## src/exc_state_pkg.sv

```systemverilog
package exc_state_pkg;

  // ****************************************
  // register map
  // ****************************************
  localparam logic [15:0] ICS_OFFSET = 16'hed04;

  // ****************************************
  // field positions
  // ****************************************
  localparam int NMI_SET_POS = 31;
  localparam int DCALL_SET_POS = 28;
  localparam int DCALL_CLR_POS = 27;
  localparam int TICK_SET_POS = 26;
  localparam int TICK_CLR_POS = 25;
  localparam int PREEMPT_POS = 23;
  localparam int EXT_PEND_POS = 22;
  localparam int PEND_NUM_LSB = 12;
  localparam int ACT_NUM_LSB = 0;

  // ****************************************
  // exception numbers and widths
  // ****************************************
  localparam int EXC_NUM_W = 9;
  localparam int PRIO_W = 2;
  localparam int EPRIO_W = 3;
  localparam logic [EXC_NUM_W-1:0] EXC_NONE = 9'h000;
  localparam logic [EXC_NUM_W-1:0] EXC_NMI = 9'h002;
  localparam logic [EXC_NUM_W-1:0] EXC_DCALL = 9'h00e;
  localparam logic [EXC_NUM_W-1:0] EXC_TICK = 9'h00f;
  localparam logic [EXC_NUM_W-1:0] EXC_IRQ0 = 9'h010;
  localparam logic [EPRIO_W-1:0] EPRIO_NMI = 3'h0;
  localparam logic [EPRIO_W-1:0] EPRIO_FIXED = 3'h0;

  // ****************************************
  // reset values
  // ****************************************
  localparam logic [EXC_NUM_W-1:0] ACT_NUM_RST = 9'h000;
  localparam logic PEND_RST = 1'b0;

  // core handler entry or return event
  typedef struct packed {
    logic valid;
    logic [EXC_NUM_W-1:0] num;
  } exc_event_t;

endpackage

```

## src/exception_pend_state_reg.sv

```systemverilog
`timescale 1ns/1ps

module exception_pend_state_reg #(
  parameter int NIRQ = 32,
  parameter int ADDR_W = 16
) (
  input wire logic pclk,
  input wire logic presetn,
  input wire logic psel,
  input wire logic penable,
  input wire logic pwrite,
  input wire logic [ADDR_W-1:0] paddr,
  input wire logic [31:0] pwdata,
  output logic [31:0] prdata,
  output logic pready,
  output logic pslverr,
  input wire logic nmi_request,
  input wire logic tick_event,
  input wire logic [NIRQ-1:0] irq_pending,
  input wire logic [NIRQ-1:0] irq_enable,
  input wire logic [NIRQ-1:0][exc_state_pkg::PRIO_W-1:0] irq_priority,
  input wire logic [exc_state_pkg::PRIO_W-1:0] dcall_priority,
  input wire logic [exc_state_pkg::PRIO_W-1:0] tick_priority,
  input wire logic core_priority_mask_reg,
  input wire logic core_halted,
  input wire logic debug_interrupt_mask,
  input wire exc_state_pkg::exc_event_t handler_entry,
  input wire exc_state_pkg::exc_event_t handler_return,
  output logic take_exception,
  output logic [exc_state_pkg::EXC_NUM_W-1:0] take_number,
  output logic nmi_pending,
  output logic dcall_pending,
  output logic tick_pending
);
  import exc_state_pkg::*;

  localparam int NSRC = NIRQ + 3;

  // ****************************************
  // apb decode
  // ****************************************
  logic hit;
  logic wr_en;
  logic rd_setup;

  assign hit = (paddr == ICS_OFFSET[ADDR_W-1:0]);
  assign wr_en = psel && penable && pwrite && hit;
  assign rd_setup = psel && !penable && !pwrite;
  assign pready = 1'b1;
  assign pslverr = psel && penable && !hit;

  // ****************************************
  // pending state
  // ****************************************
  logic nmi_q, nmi_d;
  logic dcall_q, dcall_d;
  logic tick_q, tick_d;
  logic nmi_req_q, nmi_req_d;
  logic nmi_rise;
  logic enter_nmi, enter_dcall, enter_tick;

  assign nmi_rise = nmi_request && !nmi_req_q;
  assign enter_nmi = handler_entry.valid && handler_entry.num == EXC_NMI;
  assign enter_dcall = handler_entry.valid && handler_entry.num == EXC_DCALL;
  assign enter_tick = handler_entry.valid && handler_entry.num == EXC_TICK;

  // sets win over clears arriving in the same cycle
  always_comb begin
    nmi_req_d = nmi_request;
    nmi_d = nmi_q;
    dcall_d = dcall_q;
    tick_d = tick_q;
    if (enter_nmi) begin
      nmi_d = 1'b0;
    end
    if (nmi_rise || (wr_en && pwdata[NMI_SET_POS])) begin
      nmi_d = 1'b1;
    end
    if (enter_dcall || (wr_en && pwdata[DCALL_CLR_POS])) begin
      dcall_d = 1'b0;
    end
    if (wr_en && pwdata[DCALL_SET_POS]) begin
      dcall_d = 1'b1;
    end
    if (enter_tick || (wr_en && pwdata[TICK_CLR_POS])) begin
      tick_d = 1'b0;
    end
    if (tick_event || (wr_en && pwdata[TICK_SET_POS])) begin
      tick_d = 1'b1;
    end
  end

  always_ff @(posedge pclk or negedge presetn) begin
    if (!presetn) begin
      nmi_req_q <= 1'b0;
      nmi_q <= PEND_RST;
      dcall_q <= PEND_RST;
      tick_q <= PEND_RST;
    end else begin
      nmi_req_q <= nmi_req_d;
      nmi_q <= nmi_d;
      dcall_q <= dcall_d;
      tick_q <= tick_d;
    end
  end

  assign nmi_pending = nmi_q;
  assign dcall_pending = dcall_q;
  assign tick_pending = tick_q;

  // ****************************************
  // active exception number
  // ****************************************
  logic [EXC_NUM_W-1:0] act_q, act_d;

  always_comb begin
    act_d = act_q;
    if (handler_entry.valid) begin
      act_d = handler_entry.num;
    end else if (handler_return.valid) begin
      act_d = handler_return.num;
    end
  end

  always_ff @(posedge pclk or negedge presetn) begin
    if (!presetn) begin
      act_q <= ACT_NUM_RST;
    end else begin
      act_q <= act_d;
    end
  end

  // ****************************************
  // priority selection
  // ****************************************
  logic [NSRC-1:0] src_req;
  logic [NSRC-1:0][EPRIO_W-1:0] src_prio;
  logic [NSRC-1:0][EXC_NUM_W-1:0] src_num;
  logic pend_found;
  logic [EPRIO_W-1:0] pend_prio;
  logic [EXC_NUM_W-1:0] pend_num;
  logic [EPRIO_W-1:0] act_prio;
  logic ext_pend;
  logic preempt;

  // masked by enables only; core priority mask is not applied here
  always_comb begin
    src_req[0] = nmi_q;
    src_prio[0] = EPRIO_NMI;
    src_num[0] = EXC_NMI;
    src_req[1] = dcall_q;
    src_prio[1] = {1'b0, dcall_priority} + 3'h1;
    src_num[1] = EXC_DCALL;
    src_req[2] = tick_q;
    src_prio[2] = {1'b0, tick_priority} + 3'h1;
    src_num[2] = EXC_TICK;
    for (int i = 0; i < NIRQ; i++) begin
      src_req[i + 3] = irq_pending[i] && irq_enable[i];
      src_prio[i + 3] = {1'b0, irq_priority[i]} + 3'h1;
      src_num[i + 3] = EXC_IRQ0 + EXC_NUM_W'(i);
    end
  end

  exc_prio_select #(
    .N(NSRC)
  ) u_select (
    .req(src_req),
    .prio(src_prio),
    .num(src_num),
    .found(pend_found),
    .best_prio(pend_prio),
    .best_num(pend_num)
  );

  // priority of the running handler, EPRIO_FIXED (0) when none or nmi
  always_comb begin
    act_prio = EPRIO_FIXED;
    if (act_q == EXC_DCALL) begin
      act_prio = src_prio[1];
    end else if (act_q == EXC_TICK) begin
      act_prio = src_prio[2];
    end else if (act_q >= EXC_IRQ0 && act_q < EXC_IRQ0 + EXC_NUM_W'(NIRQ)) begin
      act_prio = src_prio[3 + int'(act_q - EXC_IRQ0)];
    end
  end

  assign ext_pend = |(irq_pending & irq_enable);
  assign preempt = pend_found && (act_q == EXC_NONE || pend_prio < act_prio);

  // ****************************************
  // core take request
  // ****************************************
  // nmi bypasses the priority mask; halted core takes nothing
  always_comb begin
    take_exception = 1'b0;
    take_number = pend_num;
    if (!core_halted && !debug_interrupt_mask && preempt) begin
      take_exception = (pend_num == EXC_NMI) || !core_priority_mask_reg;
    end
  end

  // ****************************************
  // read data
  // ****************************************
  logic [31:0] rd_d, rd_q;

  always_comb begin
    rd_d = rd_q;
    if (rd_setup) begin
      rd_d = 32'h0000_0000;
      if (hit) begin
        rd_d[NMI_SET_POS] = nmi_q;
        rd_d[DCALL_SET_POS] = dcall_q;
        rd_d[TICK_SET_POS] = tick_q;
        rd_d[PREEMPT_POS] = core_halted && preempt;
        rd_d[EXT_PEND_POS] = ext_pend;
        rd_d[PEND_NUM_LSB +: EXC_NUM_W] = pend_found ? pend_num : EXC_NONE;
        rd_d[ACT_NUM_LSB +: EXC_NUM_W] = act_q;
      end
    end
  end

  always_ff @(posedge pclk or negedge presetn) begin
    if (!presetn) begin
      rd_q <= 32'h0000_0000;
    end else begin
      rd_q <= rd_d;
    end
  end

  assign prdata = rd_q;

endmodule // exception_pend_state_reg

```

## src/exc_prio_select.sv

```systemverilog
`timescale 1ns/1ps

// ****************************************
// picks the best-priority pending source
// ****************************************
module exc_prio_select #(
  parameter int N = 35
) (
  input wire logic [N-1:0] req,
  input wire logic [N-1:0][exc_state_pkg::EPRIO_W-1:0] prio,
  input wire logic [N-1:0][exc_state_pkg::EXC_NUM_W-1:0] num,
  output logic found,
  output logic [exc_state_pkg::EPRIO_W-1:0] best_prio,
  output logic [exc_state_pkg::EXC_NUM_W-1:0] best_num
);
  import exc_state_pkg::*;

  // lower priority value wins, ties go to the lower index
  always_comb begin
    found = 1'b0;
    best_prio = '1;
    best_num = EXC_NONE;
    for (int i = 0; i < N; i++) begin
      if (req[i] && (!found || prio[i] < best_prio)) begin
        found = 1'b1;
        best_prio = prio[i];
        best_num = num[i];
      end
    end
  end

endmodule // exc_prio_select

```

## config.mk

```make
export PLATFORM = sky130hd
export DESIGN_NAME = exception_pend_state_reg
export DESIGN_NICKNAME = d
export VERILOG_FILES = /design/src/exc_state_pkg.sv /design/src/exception_pend_state_reg.sv /design/src/exc_prio_select.sv
export SDC_FILE = /design/constraint.sdc
export NUM_CORES = 1
export LEC_CHECK = 0
export BUFFER_PORTS_ARGS = -buffer_cell sky130_fd_sc_hd__buf_2
export CORE_MARGIN = 8
export CORE_UTILIZATION = 63
export CTS_CLUSTER_DIAMETER = 120
export CTS_CLUSTER_SIZE = 8
export DETAILED_ROUTE_END_ITERATION = 10
export GPL_ROUTABILITY_DRIVEN = 0
export PLACE_DENSITY = 0.95
export SLEW_MARGIN = 30
export SYNTH_ARGS = -nofsm -noshare
export SYNTH_HDL_FRONTEND = slang
export SYNTH_HIERARCHICAL = 1
export SYNTH_SLANG_ARGS = --single-unit
```

## constraint.sdc

```tcl
create_clock -name pclk -period 167.6 [get_ports pclk]
set_input_delay 25.14 -clock pclk [delete_from_list [all_inputs] [get_ports pclk]]
set_output_delay 25.14 -clock pclk [all_outputs]
set_load 0.005 [all_outputs]
```

==> impl_metrics.ini <==
[status]
outcome = completed

[global_routing]
grt_pass1_wl_um = 66010
grt_overflow = 0
grt_usage = 0.3134
grt_max_degree = 37
antenna_found_initial = 1
grt_pass1_vias = 14428

[sta]
fin_crit_ns = 106.40
tns_ns = 0
period_share = 0.6348
setup_viol_count_final = 0
hold_viol_final = 0
fmax_mhz = 9.399
finClkSkew_ns = 0.003746
slew_headroom = 0.3620
tightest_slew_ns = 0.9518
rsz0062_at_grt = no
drv_slew = 0

[routing]
totalWireLength_um = 41240
num_vias = 15474
drtIter0Drc = 1515
remaining_drc_errors = 0
wl_met1_um = 16200
post_drt_via_cell_ratio = 6.071
drt-wirelength-per-cell_um = 16.18
first_pass_iters = 8
drtAntennaViolNets = 0
wl_met3_um = 4155
dr.max_layer_used = met4
dr_wl_met2_um = 19300

[die]
rows = 52
dieArea_mm2 = 0.02484
ios = 257
coreArea_mm2 = 0.01997
initial_core_util = 0.6325
die_h_um = 157.6
chipWidth_um = 157.6

[layout]
final_common_cell = conb_1
final_cell_mix = 336 x conb_1, 265 x nand2_1, 219 x buf_2
areaGrowthSynthToFinish_pct = 20.19
drive_above_1_share = 0.1612
layout.nets = 2566
final_area_mm2 = 0.01519

[clock_tree]
ctsResizeCount = 0
cts_tree = done
clock-root-buffer = clkbuf_16
clock_path_buffers = 2
cts_made_buffers = 5
clk_pin_slew_ns = 0.05
clkLatencyLatePin_ns = 0.28
cts_sinks = 36
cts-hold-fix-buffers = 0
post_cts_buffers = 0
htreeDepth = 2

[logic_synthesis]
yosys-top-cells-area = mux2i_1 8.8%, nand2_1 7.9%, ha_1 7.8%
synth_seq_cells = 36
ys_types = 118
synth_edf_count = 0
ys_warn_count = 6
synth-async-reset-ratio = 1.000
yosys.area.top_type = mux2i_1
synth-main-ff-cell = dfrtp_1
mappedNetlistArea_mm2 = 0.01263
syn-instance-count = 1793
synth.yosys.seq_area_share = 0.07130
syn_avg_cell_area_um2 = 7.047
synth_top_area_frac = 0.08794

[worst_setup_path]
crit_end = take_exception
worst-path-max-fanout = 32
crit_start = dcall_priority[0]
critical_path.max_stage_delay_ns = 0.74
reg2reg_from = nmi_pending
arrival_ns = 81.26
r2r-end = prdata[23]
end_kind = output pin
required_ns = 142.46
path_class = input port to output pin
reg2reg_depth = 268
start_kind = input port
r2r_setup_slack_ns = 111.10
cp_common_cell = ha_1
cp_slowest_cell = a21oi_1

[min_path]
hp-class = flip-flop to flip-flop
hp-start = prdata[28]

[placement]
dpl_cell_area_mm2 = 0.01503
post-dp-hpwl_um = 33310
port_buffers = 219

[job]
cap_violations = 0

[power_and_ir_drop]
ir_worst_vdd_v = 0.00001055
p_per_area_mw_per_mm2 = 16.70
p_leak_uw = 0.007574
[report_power, final]
group | total (uW) | switching (uW) | internal (uW)
combinational | 236 | 135 | 100
clock | 8.67 | 3.28 | 5.39
sequential | 9.34 | 0.430 | 8.91
total | 254 | 139 | 114
[logic make-up (layout without fill, tap and decap cells)]
| kind of cell | Yosys count | in the layout | synth area share |
|---|---|---|---|
| simple gates | 692 | 692 | 0.2643 |
| flops | 36 | 36 | 0.07130 |
| compound gates | 587 | 587 | 0.3373 |
| xor+xnor | 7 | 7 | 0.005447 |
| buf+inv | 205 | 355 | 0.06734 |
| mux | 175 | 175 | 0.1675 |
| fa+ha+maj | 89 | 89 | 0.08626 |
| other cells | 2 | 338 | 0.0005944 |
[critical path: cells and delay by family]
family	cells	cell delay (ns)
and+or+nand+nor	82	14.47
muxes	20	6.14
buffers and inverters	41	5.29
adders and majority gates	34	8.02
AOI/OAI and AO/OA	94	22.04
[final cells by class]
cell class / instances / area, um^2
tap: 270 / 337.8
multi-input combinational: 1886 / 12160
timing repair buffer: 236 / 1224
clock inverter: 1 / 5.005
inverter: 112 / 420.4
antenna: 2 / 5.005
sequential: 36 / 900.9
clock buffer: 6 / 128.9
fill: 1451 / 4788
[synth_stat cells, types with 13 or more instances]
cell / count
a21oi_1: 83
and2_1: 50
a31oi_1: 50
nor3_1: 20
mux2_2: 37
buf_4: 13
ha_1: 79
clkbuf_1: 62
a211oi_1: 28
dfrtp_1: 36
o21ai_1: 16
mux2i_1: 111
a21o_1: 15
or3_1: 21
mux4_2: 14
o211ai_1: 55
nand3_1: 50
nand2b_1: 31
o21ai_0: 139
o21a_1: 17
or2_2: 16
nand2_1: 265
inv_1: 110
a211o_1: 24
nor2_1: 146
nor2b_1: 15
[state kept, by name, summed over array words and instances (netlist names)]
register,flops
nmi_pending,1
dcall_pending,1
prdata,23
nmi_req_q,1
tick_pending,1
act_q,9
[stage by stage]
step                      hold slack, ns  cells  worst slack [ns]  total power (uW)  utilization
after floorplan                   0.4628   2127             68.34             187.9            -
after CTS                         0.4631   2547             61.72             246.4       0.7590
after global placement            0.4439   2540             63.11             227.4       0.7519
after detailed placement          0.4515   2540             61.93             236.7       0.7523
after global routing              0.4950   2548             57.08             276.8       0.7601
final                             0.4609   2549             61.20             253.5       0.7603
[worst min-delay path by stage]
stage,cells after the start,end,slack [ns]
after floorplan,2,prdata[0],0.46
after global placement,2,prdata[7],0.44
after detailed placement,2,prdata[28],0.45
after CTS,2,prdata[28],0.46
after global routing,2,prdata[1],0.50
final,2,prdata[28],0.46
[per-layer routing]
| metal | vias to the layer above | track usage |
|---|---|---|
| met4 | 0 | 0.1274 |
| li1 | 7347 | - |
| met2 | 967 | 0.5491 |
| met3 | 183 | 0.03631 |
| met5 | - | 0 |
| met1 | 6977 | 0.3835 |
Power figures use the tool's default switching activity.
